<file path="src/logic/frt_pkg.sv">
// constants shared by the coast-stop and external-fault control block
package frt_pkg;
    // ====================================================================
    // clock and timing
    // ====================================================================
    localparam int CLK_PERIOD_NS = 10; // 100 MHz system clock
    localparam int HOLDOFF_UNIT_NS = 1000000; // one holdoff step is 1 ms
    localparam int HOLDOFF_UNIT_CYC = HOLDOFF_UNIT_NS / CLK_PERIOD_NS; // cycles per step
    localparam int NUM_INPUTS = 5; // multifunction inputs
    localparam int FUNC_W = 6; // width of one function code field
    localparam int SYNC_FILL_CYC = 2; // cycles until synchronised pins are valid

    // ====================================================================
    // register byte offsets
    // ====================================================================
    localparam logic [7:0] REG_CTRL = 8'h00; // start point and power-up guard
    localparam logic [7:0] REG_HOLDOFF = 8'h04; // restart holdoff in 1 ms steps
    localparam logic [7:0] REG_POLARITY = 8'h08; // one invert bit per input
    localparam logic [7:0] REG_FUNC = 8'h0c; // five 6-bit function codes
    localparam logic [7:0] REG_STATUS = 8'h10; // live state, read only
    localparam logic [7:0] REG_IRQ_STAT = 8'h14; // sticky events, read only
    localparam logic [7:0] REG_IRQ_EN = 8'h18; // event enables
    localparam logic [7:0] REG_IRQ_CLR = 8'h1c; // write one to clear, write only
    localparam logic [7:0] REG_KEY_RESET = 8'h20; // write bit 0 for a keypad reset

    // ====================================================================
    // field positions and reset values
    // ====================================================================
    localparam int CTRL_START_SPEED_BIT = 0; // 1: restart from present speed
    localparam int CTRL_GUARD_BIT = 1; // 1: power-up autostart guard on
    localparam logic [1:0] CTRL_RST = 2'h0;
    localparam logic [15:0] HOLDOFF_RST = 16'h0000;
    localparam logic [4:0] POLARITY_RST = 5'h00;
    localparam logic [29:0] FUNC_RST = 30'h00000000;
    localparam int IRQ_W = 4; // events: fault trip, guard trip, coast, resume
    localparam int IRQ_EXT_BIT = 0;
    localparam int IRQ_GUARD_BIT = 1;
    localparam int IRQ_COAST_BIT = 2;
    localparam int IRQ_RESUME_BIT = 3;

    // ====================================================================
    // function codes and error indications
    // ====================================================================
    localparam logic [5:0] FN_COAST_STOP = 6'h0b; // code 11
    localparam logic [5:0] FN_EXT_FAULT = 6'h0c; // code 12
    localparam logic [7:0] ERR_NONE = 8'h00;
    localparam logic [7:0] ERR_EXT_FAULT = 8'h0c; // external fault indication
    localparam logic [7:0] ERR_GUARD = 8'h0d; // power-up guard indication

    // ====================================================================
    // control states
    // ====================================================================
    typedef enum logic [2:0] {
        FRT_STOP,
        FRT_RUN,
        FRT_COAST,
        FRT_HOLDOFF,
        FRT_TRIP
    } frt_state_e;
endpackage : frt_pkg

</file>
<file path="src/logic/frt_ctrl.sv">
// coast-stop and external-fault trip control with register port and interrupt
//
// Contract
// - coast input active switches drive off
// - coast release resumes only with run asserted
// - restart from zero or present speed
// - holdoff delays restart, zero means none
// - per-input polarity invert setting
// - code 11 coast, code 12 fault
// - fault rising edge latches trip, shows error
// - fault release neither trips nor clears
// - trip stays latched after input drops
// - only reset leaves a fault trip, into stop; a guard trip also ends when run drops
// - trip raises alarm at once, coasts
// - reset clears alarm; release with run restarts
// - guard needs fresh run edge after trip
// - guard: run at power-up trips instead
//
// Decided for this implementation: the register addresses and the strobed register port.
`timescale 1ns/1ps
module frt_ctrl
    import frt_pkg::*;
#(
    parameter int HOLDOFF_TICK_CYC = HOLDOFF_UNIT_CYC // shorten in simulation
) (
    input wire logic clk_sys_i,
    input wire logic reset_n_i,
    input wire logic [4:0] mf_input_i, // field switches, asynchronous
    input wire logic run_cmd_i, // run command pin, asynchronous
    input wire logic reset_terminal_input_i, // reset terminal, asynchronous
    input wire logic [7:0] reg_addr_i,
    input wire logic [31:0] reg_wdata_i,
    input wire logic reg_wr_i,
    input wire logic reg_rd_i,
    output logic [31:0] reg_rdata_o,
    output logic drive_enable_o, // power stage on
    output logic restart_from_speed_o, // start point for the present run
    output logic alarm_o,
    output logic [7:0] error_code_o,
    output logic irq_o
);
    // ====================================================================
    // input synchronisers
    // ====================================================================
    logic [6:0] sync1_q; // first stage, read only by the second
    logic [6:0] sync2_q; // safe copies
    logic [4:0] pin_s;
    logic run_s;
    logic rst_term_s;

    // two flops per pin before any logic looks at it
    always_ff @(posedge clk_sys_i or negedge reset_n_i) begin
        if (!reset_n_i) begin
            sync1_q <= 7'h00;
            sync2_q <= 7'h00;
        end else begin
            sync1_q <= {reset_terminal_input_i, run_cmd_i, mf_input_i};
            sync2_q <= sync1_q;
        end
    end
    assign pin_s = sync2_q[4:0];
    assign run_s = sync2_q[5];
    assign rst_term_s = sync2_q[6];

    // ====================================================================
    // configuration registers
    // ====================================================================
    logic [1:0] ctrl_q; // start point select and guard enable
    logic [15:0] holdoff_q; // restart holdoff time in 1 ms steps
    logic [4:0] polarity_q; // input polarity settings
    logic [29:0] func_q; // input function assignments
    logic [IRQ_W-1:0] irq_en_q;
    logic key_reset_q; // one-cycle keypad reset pulse

    // software writes, one register per offset
    always_ff @(posedge clk_sys_i or negedge reset_n_i) begin
        if (!reset_n_i) begin
            ctrl_q <= CTRL_RST;
            holdoff_q <= HOLDOFF_RST;
            polarity_q <= POLARITY_RST;
            func_q <= FUNC_RST;
            irq_en_q <= '0;
        end else if (reg_wr_i) begin
            case (reg_addr_i)
                REG_CTRL: ctrl_q <= reg_wdata_i[1:0];
                REG_HOLDOFF: holdoff_q <= reg_wdata_i[15:0];
                REG_POLARITY: polarity_q <= reg_wdata_i[4:0];
                REG_FUNC: func_q <= reg_wdata_i[29:0];
                REG_IRQ_EN: irq_en_q <= reg_wdata_i[IRQ_W-1:0];
                default: ; // read-only and unmapped offsets ignore writes
            endcase
        end
    end

    // keypad reset is a pulse so it acts like a short press
    always_ff @(posedge clk_sys_i or negedge reset_n_i) begin
        if (!reset_n_i) begin
            key_reset_q <= 1'b0;
        end else begin
            key_reset_q <= reg_wr_i && (reg_addr_i == REG_KEY_RESET) && reg_wdata_i[0];
        end
    end

    // ====================================================================
    // input function mapping
    // ====================================================================
    logic [4:0] act; // input after polarity
    logic [4:0] is_coast;
    logic [4:0] is_ext;
    logic coast_act;
    logic ext_act;

    // each input is inverted on request, then decoded by its code
    for (genvar gi = 0; gi < NUM_INPUTS; gi++) begin : g_in
        assign act[gi] = pin_s[gi] ^ polarity_q[gi];
        assign is_coast[gi] = act[gi] && (func_q[gi*FUNC_W +: FUNC_W] == FN_COAST_STOP);
        assign is_ext[gi] = act[gi] && (func_q[gi*FUNC_W +: FUNC_W] == FN_EXT_FAULT);
    end
    assign coast_act = |is_coast;
    assign ext_act = |is_ext;

    // ====================================================================
    // edges, reset command and power-up window
    // ====================================================================
    logic ext_prev_q;
    logic ext_edge;
    logic reset_cmd;
    logic reset_prev_q;
    logic reset_release;
    logic [1:0] pwr_cnt_q; // counts the synchroniser fill after power-up
    logic pwr_chk; // the one cycle the guard looks at the run pin
    logic guard_en;
    logic armed_q; // run went low since the last trip or reset release

    assign reset_cmd = rst_term_s || key_reset_q;
    assign reset_release = reset_prev_q && !reset_cmd;
    assign ext_edge = ext_act && !ext_prev_q;
    assign pwr_chk = (pwr_cnt_q == 2'(SYNC_FILL_CYC));
    assign guard_en = ctrl_q[CTRL_GUARD_BIT];

    // history of the levels that need edges
    always_ff @(posedge clk_sys_i or negedge reset_n_i) begin
        if (!reset_n_i) begin
            ext_prev_q <= 1'b0;
            reset_prev_q <= 1'b0;
        end else begin
            ext_prev_q <= ext_act;
            reset_prev_q <= reset_cmd;
        end
    end

    // stops at 3 so the guard check fires once per power-up
    always_ff @(posedge clk_sys_i or negedge reset_n_i) begin
        if (!reset_n_i) begin
            pwr_cnt_q <= 2'h0;
        end else if (pwr_cnt_q != 2'h3) begin
            pwr_cnt_q <= pwr_cnt_q + 2'h1;
        end
    end

    // ====================================================================
    // holdoff timer
    // ====================================================================
    frt_state_e st_q;
    frt_state_e st_d;
    logic [31:0] tick_cnt_q;
    logic tick;
    logic [15:0] hold_cnt_q;

    assign tick = (tick_cnt_q == 32'(HOLDOFF_TICK_CYC - 1));

    // free-running 1 ms prescaler; first step may be short by up to 1 ms
    always_ff @(posedge clk_sys_i or negedge reset_n_i) begin
        if (!reset_n_i) begin
            tick_cnt_q <= 32'h0;
        end else begin
            tick_cnt_q <= tick ? 32'h0 : tick_cnt_q + 32'h1;
        end
    end

    // loaded when the coast ends, counted down in steps
    always_ff @(posedge clk_sys_i or negedge reset_n_i) begin
        if (!reset_n_i) begin
            hold_cnt_q <= 16'h0;
        end else if (st_q == FRT_COAST) begin
            hold_cnt_q <= holdoff_q;
        end else if (st_q == FRT_HOLDOFF && tick && hold_cnt_q != 16'h0) begin
            hold_cnt_q <= hold_cnt_q - 16'h1;
        end
    end

    // ====================================================================
    // control state machine
    // ====================================================================
    logic start_ok;
    assign start_ok = run_s && !coast_act && (!guard_en || armed_q);

    // reset beats a fault edge; a fault edge beats every run condition
    always_comb begin
        st_d = st_q;
        if (reset_cmd) begin
            st_d = FRT_STOP;
        end else if (ext_edge) begin
            st_d = FRT_TRIP;
        end else if (pwr_chk && guard_en && run_s) begin
            st_d = FRT_TRIP;
        end else if (reset_release) begin
            // guarded start waits for a fresh run edge
            st_d = (run_s && !coast_act && !guard_en) ? FRT_RUN : FRT_STOP;
        end else begin
            case (st_q)
                FRT_STOP: begin
                    if (start_ok) st_d = FRT_RUN;
                end
                FRT_RUN: begin
                    if (coast_act) st_d = FRT_COAST;
                    else if (!run_s) st_d = FRT_STOP;
                end
                FRT_COAST: begin
                    if (coast_act) st_d = FRT_COAST;
                    else if (!run_s) st_d = FRT_STOP;
                    else if (holdoff_q == 16'h0) st_d = FRT_RUN;
                    else st_d = FRT_HOLDOFF;
                end
                FRT_HOLDOFF: begin
                    if (coast_act) st_d = FRT_COAST;
                    else if (!run_s) st_d = FRT_STOP;
                    else if (hold_cnt_q == 16'h0) st_d = FRT_RUN;
                end
                FRT_TRIP: begin
                    // a fault trip waits for reset; a guard trip also ends when run drops
                    if (error_code_o == ERR_GUARD && !run_s) st_d = FRT_STOP;
                end
                default: st_d = FRT_STOP;
            endcase
        end
    end

    // state register
    always_ff @(posedge clk_sys_i or negedge reset_n_i) begin
        if (!reset_n_i) begin
            st_q <= FRT_STOP;
        end else begin
            st_q <= st_d;
        end
    end

    // arming for the guard: cleared by a trip or a reset release while run is high, set when run is low
    always_ff @(posedge clk_sys_i or negedge reset_n_i) begin
        if (!reset_n_i) begin
            armed_q <= 1'b0;
        end else if (!run_s) begin
            armed_q <= 1'b1;
        end else if (st_d == FRT_TRIP || reset_release) begin
            armed_q <= 1'b0;
        end
    end

    // ====================================================================
    // outputs
    // ====================================================================
    logic drive_q;
    logic speed_q;
    logic alarm_q;
    logic [7:0] err_q;

    // drive follows only the run state, so a trip always forces it off
    always_ff @(posedge clk_sys_i or negedge reset_n_i) begin
        if (!reset_n_i) begin
            drive_q <= 1'b0;
        end else begin
            drive_q <= (st_d == FRT_RUN);
        end
    end

    // start point latched at the moment of resumption
    always_ff @(posedge clk_sys_i or negedge reset_n_i) begin
        if (!reset_n_i) begin
            speed_q <= 1'b0;
        end else if (st_d == FRT_RUN && st_q != FRT_RUN) begin
            speed_q <= (st_q == FRT_COAST || st_q == FRT_HOLDOFF)
                       && ctrl_q[CTRL_START_SPEED_BIT];
        end
    end

    // alarm and error indication; a fault edge during a guard trip shows the fault
    always_ff @(posedge clk_sys_i or negedge reset_n_i) begin
        if (!reset_n_i) begin
            alarm_q <= 1'b0;
            err_q <= ERR_NONE;
        end else if (st_d == FRT_TRIP && (st_q != FRT_TRIP || ext_edge)) begin
            alarm_q <= 1'b1;
            err_q <= ext_edge ? ERR_EXT_FAULT : ERR_GUARD;
        end else if (st_d != FRT_TRIP) begin
            alarm_q <= 1'b0;
            err_q <= ERR_NONE;
        end
    end

    assign drive_enable_o = drive_q;
    assign restart_from_speed_o = speed_q;
    assign alarm_o = alarm_q;
    assign error_code_o = err_q;

    // ====================================================================
    // interrupts
    // ====================================================================
    logic [IRQ_W-1:0] irq_stat_q;
    logic [IRQ_W-1:0] irq_ev;
    logic [IRQ_W-1:0] irq_clr;

    assign irq_ev[IRQ_EXT_BIT] = (st_d == FRT_TRIP) && ext_edge;
    assign irq_ev[IRQ_GUARD_BIT] = (st_d == FRT_TRIP) && (st_q != FRT_TRIP) && !ext_edge;
    assign irq_ev[IRQ_COAST_BIT] = (st_d == FRT_COAST) && (st_q == FRT_RUN);
    assign irq_ev[IRQ_RESUME_BIT] = (st_d == FRT_RUN)
                                    && (st_q == FRT_COAST || st_q == FRT_HOLDOFF);
    assign irq_clr = (reg_wr_i && reg_addr_i == REG_IRQ_CLR) ? reg_wdata_i[IRQ_W-1:0] : '0;

    // an event in the clearing cycle survives the clear
    always_ff @(posedge clk_sys_i or negedge reset_n_i) begin
        if (!reset_n_i) begin
            irq_stat_q <= '0;
        end else begin
            irq_stat_q <= (irq_stat_q & ~irq_clr) | irq_ev;
        end
    end
    assign irq_o = |(irq_stat_q & irq_en_q);

    // ====================================================================
    // register read port
    // ====================================================================
    logic [31:0] rdata_q;

    // data valid the cycle after the strobe only; unmapped reads give zero
    always_ff @(posedge clk_sys_i or negedge reset_n_i) begin
        if (!reset_n_i) begin
            rdata_q <= 32'h0;
        end else if (reg_rd_i) begin
            case (reg_addr_i)
                REG_CTRL: rdata_q <= {30'h0, ctrl_q};
                REG_HOLDOFF: rdata_q <= {16'h0, holdoff_q};
                REG_POLARITY: rdata_q <= {27'h0, polarity_q};
                REG_FUNC: rdata_q <= {2'h0, func_q};
                REG_STATUS: rdata_q <= {16'h0, err_q, 3'h0, armed_q,
                                        st_q == FRT_HOLDOFF, st_q == FRT_COAST,
                                        alarm_q, drive_q};
                REG_IRQ_STAT: rdata_q <= {28'h0, irq_stat_q};
                REG_IRQ_EN: rdata_q <= {28'h0, irq_en_q};
                default: rdata_q <= 32'h0;
            endcase
        end else begin
            rdata_q <= 32'h0;
        end
    end
    assign reg_rdata_o = rdata_q;
endmodule : frt_ctrl

</file>
<file path="config.mk">
export PLATFORM = sky130hd
export DESIGN_NAME = frt_ctrl
export DESIGN_NICKNAME = d
export VERILOG_FILES = /design/src/logic/frt_pkg.sv /design/src/logic/frt_ctrl.sv
export SDC_FILE = /design/constraint.sdc
export NUM_CORES = 1
export LEC_CHECK = 0
export BUFFER_PORTS_ARGS = -buffer_cell sky130_fd_sc_hd__buf_4
export CORE_UTILIZATION = 55
export CTS_CLUSTER_SIZE = 40
export DETAILED_ROUTE_END_ITERATION = 8
export PLACE_DENSITY_LB_ADDON = 0.3
export SLEW_MARGIN = 20
export SYNTH_ARGS = -nofsm -noshare
export SYNTH_HDL_FRONTEND = slang
export SYNTH_SLANG_ARGS = --single-unit
</file>
<file path="constraint.sdc">
create_clock -name clk_sys_i -period 4.5 [get_ports clk_sys_i]
set_input_delay 0 -clock clk_sys_i [delete_from_list [all_inputs] [get_ports clk_sys_i]]
set_output_delay 0 -clock clk_sys_i [all_outputs]
set_load 0.02 [all_outputs]
</file>
==> metrics.cfg, run 1 <==
[synth]
synth.ff_latch_count = 166
synth_cells = 634
synthXorXnorAreaFrac_pct = 4.54
synth_top_family_by_area = simple AND/OR/NAND/NOR gates
synth_edf_count = 0
ys_async_sr_fraction_pct = 100
ys_seq_area_share_pct = 56.7
synth.mux.area_fraction_pct = 9.17
synth_compound_area_share_pct = 7.89
synthFlopType = dfrtp_1
yosys_warnings = 0
synthAdderAreaFrac_pct = 0.854
synthDistinctLibCells = 61
avgSynthCellArea_um2 = 11.6
synth-simple-area-share_pct = 18.1
netlist_area_mm2 = 0.00732

[route]
wirelength_mm = 17.6
avgRoutedWirePerCell_um = 18.5
firstDrtPassIters = 5
route.vias.total = 5641
drc = 0
via_per_inst = 5.95
drtIter0Drc = 521
ant_nets = 0

[worst_setup_path]
crit_required_ns = 4.80
path_class = reg2reg
endpoint_kind = register
r2r_cells = 6
timing.rr.start = tick_cnt_q[24]
startpoint_type = register
critPathMaxFanout = 19
crit_arrival_ns = 3.29
startpoint = tick_cnt_q[24]

[grt]
grt_max_degree = 74
track_usage_pct = 26.9
first_global_vias = 5603
antenna_found_initial = 0
overflow = 0
grt_pass1_wl_mm = 29.1

[layout]
n_antenna_cell = 0
final_cell_mix = dfrtp_1 (166), buf_4 (88), nand2_1 (60), mux2_2 (57), nor2_1 (49)
final_common_cell = dfrtp_1
drive_gt1_share_pct = 24.4
area_delta_synth_final_pct = 23.7
final_nets = 821

[floorplan]
core_mm2 = 0.0128
fp.dieH_um = 117
io_pins = 95
die_w_um = 117
rows = 41
start_util_pct = 57.1
die_area_mm2 = 0.0138

[sta]
tightest_slew_ns = 1.02
fin_crit_sh_pct = 66.6
hold_viol = 0
skew_ns = 0.00920
final-setup-viol-count = 0
fmax_mhz = 334
rsz0062_at_grt = false
period_minus_slack_ns = 3.00
maxSlewViolCount = 0
relSlewSlack_pct = 31.8
whs_ns = 0.109
finalSetupTns_ns = 0

[placed_design]
port_buffers = 85
dp.final_hpwl_mm = 11.6
gp_congestion = 0.929

[clock_network]
cts_hold_buf = 42
cts_tree = built
clk_latency_ns = 0.42
cts_buffer_depth = 2
cts_buffers = 17
cts-resized-gates = 0
post-cts-setup-buffer-count = 0
cts_root_buf = clkbuf_16
cts.clk_slew.worst_paths_ns = 0.06
ctsHtreeMaxLevel = 4
cts_num_sinks = 166

[power_and_ir_drop]
power_leakage_nw = 4.37
power_density_mw_per_mm2 = 343
ir_drop_mv = 0.267

[worst_hold_path]
hp-class = in2reg
whs_path_depth = 5
holdCritStartpoint = reg_addr_i[4]

[outcome]
status = finished clean

[flow_run]
max_cap_viol_count = 0

==> flip-flops by register name, indices dropped and copies added, names as in the netlist, 3 cells and up <==
name	count
hold_cnt_q	16
tick_cnt_q	32
sync2_q	7
holdoff_q	16
sync1_q	7
st_q	3
irq_stat_q	4
irq_en_q	4
polarity_q	5
reg_rdata_o	30
func_q	30
==> worst paths after layout <==
path / to / slack, ns
setup / recovery: hold_cnt_q[12] / 1.50
hold / removal: irq_stat_q[1] / 0.11
setup reg to reg: hold_cnt_q[12] / 1.50
hold reg to reg: sync2_q[3] / 0.34
max in group asynchronous: sync1_q[3] / 3.20
min in group asynchronous: func_q[12] / 0.15
==> cell type report <==
cell class,instances,area [um2]
clock buffers,22,484
clock inverters,8,75.1
fillers,902,3770
inverters,10,37.5
multi-input cells,439,3000
flip-flops and latches,166,4150
well taps,172,215
repair buffers,131,1090
==> layer usage <==
| layer | track usage, % | part of all wire [%] | wire [um] |
|---|---|---|---|
| met5 | 0 | 0 | 0 |
| met4 | 7.14 | 1.2 | 219 |
| met3 | 6.66 | 6.1 | 1060 |
| met2 | 43.1 | 50 | 8760 |
| met1 | 36.8 | 43 | 7520 |
==> Yosys cell counts (all sizes together), types with 9 or more instances <==
cell / n / share of area (%)
xor2: 18 / 2.2
a22oi: 15 / 1.5
xnor2: 20 / 2.4
inv: 10 / 0.51
buf: 11 / 1.1
clkbuf: 14 / 0.99
nand2: 60 / 3.1
nand3: 27 / 1.8
dfrtp: 166 / 57
o21ai: 10 / 0.68
and3: 24 / 2.1
nor2: 50 / 2.6
nand4: 20 / 1.7
nor4: 16 / 1.6
mux2: 57 / 8.8
a21oi: 9 / 0.62
nor3: 10 / 0.68
==> worst max-delay path: stages, from the launching register on <==
cell	delay, ns
dfrtp_1	0.42
or4_1	0.53
or4_4	0.47
nor4_4	0.86
a21oi_1	0.28
o21ai_0	0.23
o211ai_1	0.11
==> power breakdown <==
group	internal [mW]	switching, mW
Clock	0.810	0.560
Combinational	0.0859	0.0865
Sequential	1.53	0.0353
==> through the flow <==
stage	setup slack (ns)	utilization (%)	power, mW	cell area (um2)	instances
finish	1.50	70.6	3.10	9060	948
detailed placement	1.51	63.0	1.73	8080	876
floorplan	1.99	-	1.64	7350	640
CTS	1.52	70.6	3.12	9060	948
global placement	1.52	63.0	1.72	8080	876
global route	1.24	70.6	3.21	9060	948
==> cell families (layout without fill, tap and decap cells) <==
family,after synthesis,after routing
AO/OA/AOI/OAI,79,79
adder cells (fa/ha/maj),5,5
multiplexers,60,60
flip-flops,166,166
XOR/XNOR,38,38
other,1,7
AND/OR/NAND/NOR,250,250
buffers and inverters,35,171
(Power assumes the default switching activity.)
==> run 2: changes to the inputs <==
Clock period 4.5 ns to 2.8 ns, I/O delays scaled along.
==> metrics.cfg, run 2 (same netlist as run 1, synthesis figures left out) <==
[outcome]
status = finished clean  ; unchanged

[clock_network]
cts.clk_slew.worst_paths_ns = 0.06  ; about the same
cts_tree = built  ; unchanged
ctsHtreeMaxLevel = 4  ; unchanged
cts_hold_buf = 41  ; was 42
cts_buffers = 17  ; unchanged
cts_buffer_depth = 2  ; unchanged
cts-resized-gates = 0  ; unchanged
clk_latency_ns = 0.42  ; about the same
cts_root_buf = clkbuf_16  ; unchanged
post-cts-setup-buffer-count = 0  ; unchanged
cts_num_sinks = 166  ; unchanged

[sta]
maxSlewViolCount = 0  ; unchanged
hold_viol = 0  ; unchanged
final-setup-viol-count = 0  ; unchanged
relSlewSlack_pct = 47.4  ; was 31.8%
skew_ns = 0.00716  ; was 0.00920 ns
fin_crit_sh_pct = 92.0  ; was 66.6%
period_minus_slack_ns = 2.58  ; was 3.00 ns
fmax_mhz = 388  ; was 334 MHz
finalSetupTns_ns = 0  ; unchanged
tightest_slew_ns = 0.787  ; was 1.02 ns
rsz0062_at_grt = false  ; unchanged

[layout]
final_nets = 830  ; was 821
regArea_mm2 = 0.00415  ; unchanged
largest_reg_flops = 32  ; unchanged
nFillCells = 855  ; was 902
fin_util_pct = 71.5  ; was 70.6%
n_antenna_cell = 0  ; unchanged
drive_gt1_share_pct = 25.5  ; was 24.4%
final_common_cell = dfrtp_1  ; unchanged
multi_input_area_mm2 = 0.00300  ; unchanged
regMostFlops = tick_cnt_q  ; unchanged
area_delta_synth_final_pct = 25.1  ; was 23.7%
final_cell_mix = dfrtp_1 (166), buf_4 (98), nand2_1 (60), mux2_2 (57), nor2_1 (49)  ; was dfrtp_1 (166), buf_4 (88), nand2_1 (60), mux2_2 (57), nor2_1 (49)

[flow_run]
max_cap_viol_count = 0  ; unchanged

[placed_design]
gp_congestion = 0.915  ; was 0.929
port_buffers = 85  ; unchanged
dp.final_hpwl_mm = 12.0  ; was 11.6 mm

[worst_setup_path]
timing.rr.start = tick_cnt_q[24]  ; unchanged
r2r_slack_ns = 0.22  ; was 1.50 ns
endpoint_kind = register  ; unchanged
path_class = reg2reg  ; unchanged
crit_path_end = hold_cnt_q[5]  ; was hold_cnt_q[12]
cp_cell_sequence = or4_1 -> or4_4 -> or4_4 -> or4_1 -> nand3_1  ; was or4_1 -> or4_4 -> nor4_4 -> a21oi_1 -> o21ai_0 -> o211ai_1
r2r_cells = 5  ; was 6
critPathMaxFanout = 5  ; was 19
cp_num_buf_inv = 0  ; unchanged
crit_required_ns = 3.15  ; was 4.80 ns
path_depth = 5  ; was 6
crit_arrival_ns = 2.93  ; was 3.29 ns
slowest_delay_ns = 0.52  ; was 0.86 ns
crit_slowest_cell = or4_1  ; was nor4_4
timing.rr.end = hold_cnt_q[5]  ; was hold_cnt_q[12]
startpoint_type = register  ; unchanged
startpoint = tick_cnt_q[24]  ; unchanged
crit_family = simple AND/OR/NAND/NOR gates  ; unchanged

[grt]
grt_util_met3_pct = 6.81  ; was 6.66%
grt_max_degree = 73  ; was 74
overflow = 0  ; unchanged
grt_pass1_wl_mm = 29.2  ; was 29.1 mm
track_usage_pct = 26.9  ; about the same
busiest_layer = met2  ; unchanged
antenna_found_initial = 0  ; unchanged
use_met2_pct = 42.3  ; was 43.1%
first_global_vias = 5712  ; was 5,603
grtUsageMet1_pct = 36.7  ; was 36.8%

[route]
wirelength_mm = 17.5  ; was 17.6 mm
avgRoutedWirePerCell_um = 18.3  ; was 18.5 um
ant_nets = 0  ; unchanged
route.vias.total = 5674  ; was 5,641
drtIter0Drc = 606  ; was 521
via_per_inst = 5.92  ; was 5.95
firstDrtPassIters = 8  ; was 5
drc = 0  ; unchanged

[floorplan]
rows = 41  ; unchanged
io_pins = 95  ; unchanged
start_util_pct = 57.1  ; unchanged
fp.dieH_um = 117  ; unchanged
core_mm2 = 0.0128  ; unchanged
die_area_mm2 = 0.0138  ; unchanged
die_w_um = 117  ; unchanged

[worst_hold_path]
whs_path_depth = 3  ; was 5
hp-class = in2reg  ; unchanged

[power_and_ir_drop]
power_leakage_nw = 4.45  ; was 4.37 nW
power_density_mw_per_mm2 = 559  ; was 343 mW/mm2
ir_drop_mv = 0.427  ; was 0.267 mV

[run 2: changes by cell type in the layout (fill, tap and decap cells not counted)]
cell           before  now
buf_4              88   98
bufinv_16           1    2
dlygate4sd3_1      42   41
inv_6               0    2
clkinvlp_4          4    1
clkinv_4            0    2
[run 2: how the worst min path moves through the flow]
stage / startpoint / to
2_1_floorplan: reset_n_i / armed_q
3_3_place_gp: reset_n_i / tick_cnt_q[4]
3_5_place_dp: reset_n_i / tick_cnt_q[4]
4_1_cts: reg_wr_i / ctrl_q[0]
5_1_grt: reg_wr_i / ctrl_q[1]
6_report: reg_wr_i / ctrl_q[0]
[run 2: area by class of cell]
cell class | count | share of cell area (%)
clock buffer | 22 | 5.28
clock inverter | 10 | 1.28
inverter | 10 | 0.410
multi-input combinational | 439 | 32.7
sequential | 166 | 45.3
tap | 172 | 2.35
timing repair buffer | 140 | 12.6
[run 2: through the flow]
stage | instance area, um2 | std cells | setup WS, ns | total power, mW | hold WS (ns)
after floorplan | 7350 | 640 | 0.286 | 2.63 | -0.296
after global placement | 8150 | 886 | 0.274 | 2.77 | 0.0390
after detailed placement | 8150 | 886 | 0.241 | 2.78 | 0.0470
after CTS | 9160 | 959 | 0.221 | 5.15 | 0.00226
after global routing | 9160 | 959 | 0.139 | 5.29 | 0.0349
final | 9160 | 959 | 0.224 | 5.13 | 0.0270
[run 2: tightest hold or removal path, stage by stage]
cell and delay [ns]:
buf_4 0.14, nand2_1 0.11, mux2_2 0.16
[run 2: metal layers]
layer	wire length, um	up-vias
li1	-	2574
met1	7710	2802
met2	8370	253
met3	1140	45
met4	335	0
met5	0	-
[run 2: report_power, final]
group / internal, mW / switching (mW)
combinational: 0.138 / 0.139
clock: 1.41 / 0.928
sequential: 2.45 / 0.0562
==> run 3: changes to the inputs <==
Settings changed: CORE_MARGIN set to 2, HOLD_SLACK_MARGIN set to 0.15, RECOVER_POWER set to 50.
==> metrics.cfg, run 3 (same netlist as run 1, synthesis figures left out) <==
[clock_network]
cts_buffers = 17  ; unchanged
cts-resized-gates = 0  ; unchanged
post-cts-setup-buffer-count = 0  ; unchanged
cts_buffer_depth = 2  ; unchanged
cts_root_buf = clkbuf_16  ; unchanged
cts_num_sinks = 166  ; unchanged
cts_hold_buf = 46  ; was 41
cts_tree = built  ; unchanged
clk_latency_ns = 0.42  ; about the same
cts.clk_slew.worst_paths_ns = 0.06  ; about the same
ctsHtreeMaxLevel = 4  ; unchanged

[floorplan]
rows = 42  ; was 41
fp.dieH_um = 119  ; was 117 um
die_w_um = 119  ; was 117 um
die_area_mm2 = 0.0143  ; was 0.0138 mm2
io_pins = 95  ; unchanged
start_util_pct = 55.7  ; was 57.1%
core_mm2 = 0.0131  ; was 0.0128 mm2

[layout]
largest_reg_flops = 32  ; unchanged
area_delta_synth_final_pct = 24.1  ; was 25.1%
nFillCells = 969  ; was 855
n_antenna_cell = 0  ; unchanged
final_nets = 832  ; was 830
regMostFlops = tick_cnt_q  ; unchanged
drive_gt1_share_pct = 20.6  ; was 25.5%
fin_cells = 963  ; was 959
final_cell_mix = dfrtp_1 (166), nand2_1 (60), mux2_2 (57), buf_4 (54), nor2_1 (49)  ; was dfrtp_1 (166), buf_4 (98), nand2_1 (60), mux2_2 (57), nor2_1 (49)
final_common_cell = dfrtp_1  ; unchanged

[power_and_ir_drop]
power_density_mw_per_mm2 = 571  ; was 559 mW/mm2
p_sw_mw = 1.11  ; was 1.12 mW
pwr-share-clk_pct = 46.1  ; was 45.6%
power_leakage_nw = 4.30  ; was 4.45 nW
combinationalPowerShare_pct = 5.5  ; was 5.4%
total_power_mw = 5.19  ; was 5.13 mW
p_sw_share_pct = 21.3  ; was 21.9%
ir_drop_mv = 0.403  ; was 0.427 mV
internal_power_mw = 4.08  ; was 4.00 mW
seqPwrFrac_pct = 48.4  ; was 48.9%

[sta]
period_minus_slack_ns = 2.58  ; about the same
finalSetupTns_ns = 0  ; unchanged
fin_crit_sh_pct = 92.0  ; about the same
fmax_mhz = 388  ; about the same
setup_ws_ns = 0.225  ; was 0.224 ns
tightest_slew_ns = 2.07  ; was 0.787 ns
maxSlewViolCount = 85  ; was 0
relSlewSlack_pct = -37.9  ; was 47.4%
hold_viol = 0  ; unchanged
skew_ns = 0.00758  ; was 0.00716 ns
final-setup-viol-count = 0  ; unchanged
rsz0062_at_grt = false  ; unchanged

[placed_design]
dp_cells = 887  ; was 886
port_buffers = 85  ; unchanged
gp_congestion = 0.929  ; was 0.915
pre_cts_slack_ns = 0.256  ; was 0.241 ns
dp.final_hpwl_mm = 11.7  ; was 12.0 mm

[route]
wirelength_mm = 18.5  ; was 17.5 mm
avgRoutedWirePerCell_um = 19.2  ; was 18.3 um
route.vias.total = 5789  ; was 5,674
drtIter0Drc = 596  ; was 606
via_per_inst = 6.01  ; was 5.92
ant_nets = 0  ; unchanged
firstDrtPassIters = 5  ; was 8
drc = 0  ; unchanged

[worst_setup_path]
critPathMaxFanout = 5  ; unchanged
endpoint_kind = register  ; unchanged
crit_arrival_ns = 2.93  ; about the same
path_class = reg2reg  ; unchanged
startpoint_type = register  ; unchanged
crit_required_ns = 3.15  ; about the same
crit_slowest_cell = or4_1  ; unchanged
cp_cell_sequence = or4_1 -> or4_4 -> or4_4 -> or4_1 -> nand3_1  ; unchanged
crit_family = simple AND/OR/NAND/NOR gates  ; unchanged
cp_num_buf_inv = 0  ; unchanged
r2r_slack_ns = 0.22  ; about the same
slowest_delay_ns = 0.53  ; was 0.52 ns

[grt]
antenna_found_initial = 0  ; unchanged
first_global_vias = 5845  ; was 5,712
overflow = 0  ; unchanged
grt_max_degree = 86  ; was 73
track_usage_pct = 27.2  ; was 26.9%
grt_pass1_wl_mm = 30.2  ; was 29.2 mm

[flow_run]
max_cap_viol_count = 1  ; was 0

[outcome]
violations = max-capacitance violations, max-slew violations
status = finished with violations  ; was finished clean

[worst_hold_path]
hp-class = in2reg  ; unchanged

run 3: cell count changes in the layout (fill, tap and decap cells not counted), sizes merged:
cell	delta
buf	-44
clkinv	-5
clkinvlp	+3
dlygate4sd3	+5
bufinv	+1
inv	-2
clkbuf	+42
run 3: worst reg2reg max path, delay by kind of cell, from the launching register on:
kind	cells	cell delay, ns
simple gates	5	2.08
flops	1	0.42
run 3: area by class of cell:
class                   instances  area, um2  share of cell area (%)
inverters                      10       37.5                   0.413
clock buffers                  23        488                    5.37
flip-flops and latches        166       4150                    45.7
repair buffers                142       1070                    11.7
well taps                     176        220                    2.42
multi-input cells             439       3000                    33.0
clock inverters                 7        120                    1.32
run 3: worst paths after layout:
path | from | to | cells past startpoint
setup / recovery | tick_cnt_q[24] | hold_cnt_q[5] | 5
hold / removal | reg_addr_i[7] | irq_stat_q[1] | 6
setup reg to reg | tick_cnt_q[24] | hold_cnt_q[5] | 5
hold reg to reg | sync1_q[1] | sync2_q[1] | 0
max in group asynchronous | reset_n_i | reg_rdata_o[23] | 3
min in group asynchronous | reset_n_i | tick_cnt_q[0] | 2
run 3: per-stage QoR:
step	util, %	area (um2)	hold WS (ns)
3_5_place_dp	62.0	8150	0.108
3_3_place_gp	62.0	8150	0.0997
4_1_cts	70.1	9220	0.153
2_1_floorplan	-	7350	-0.296
6_report	69.2	9080	0.179
5_1_grt	69.2	9080	0.192
run 3: per-layer routing:
metal / up-vias / share of wire [%] / GRT usage [%]
met3: 51 / 6.1 / 6.03
met4: 0 / 2.4 / 9.63
li1: 2572 / - / -
met1: 2905 / 42 / 36.2
met2: 261 / 49 / 44.3
met5: - / 0 / 0
run 3: power by group through the flow:
stage          clock, mW  sequential, mW  combinational, mW
2_1_floorplan          0            2.53              0.100
3_3_place_gp           0            2.55              0.224
3_5_place_dp           0            2.55              0.232
4_1_cts             2.41            2.51              0.285
5_1_grt             2.53            2.51              0.313
6_report            2.39            2.51              0.287
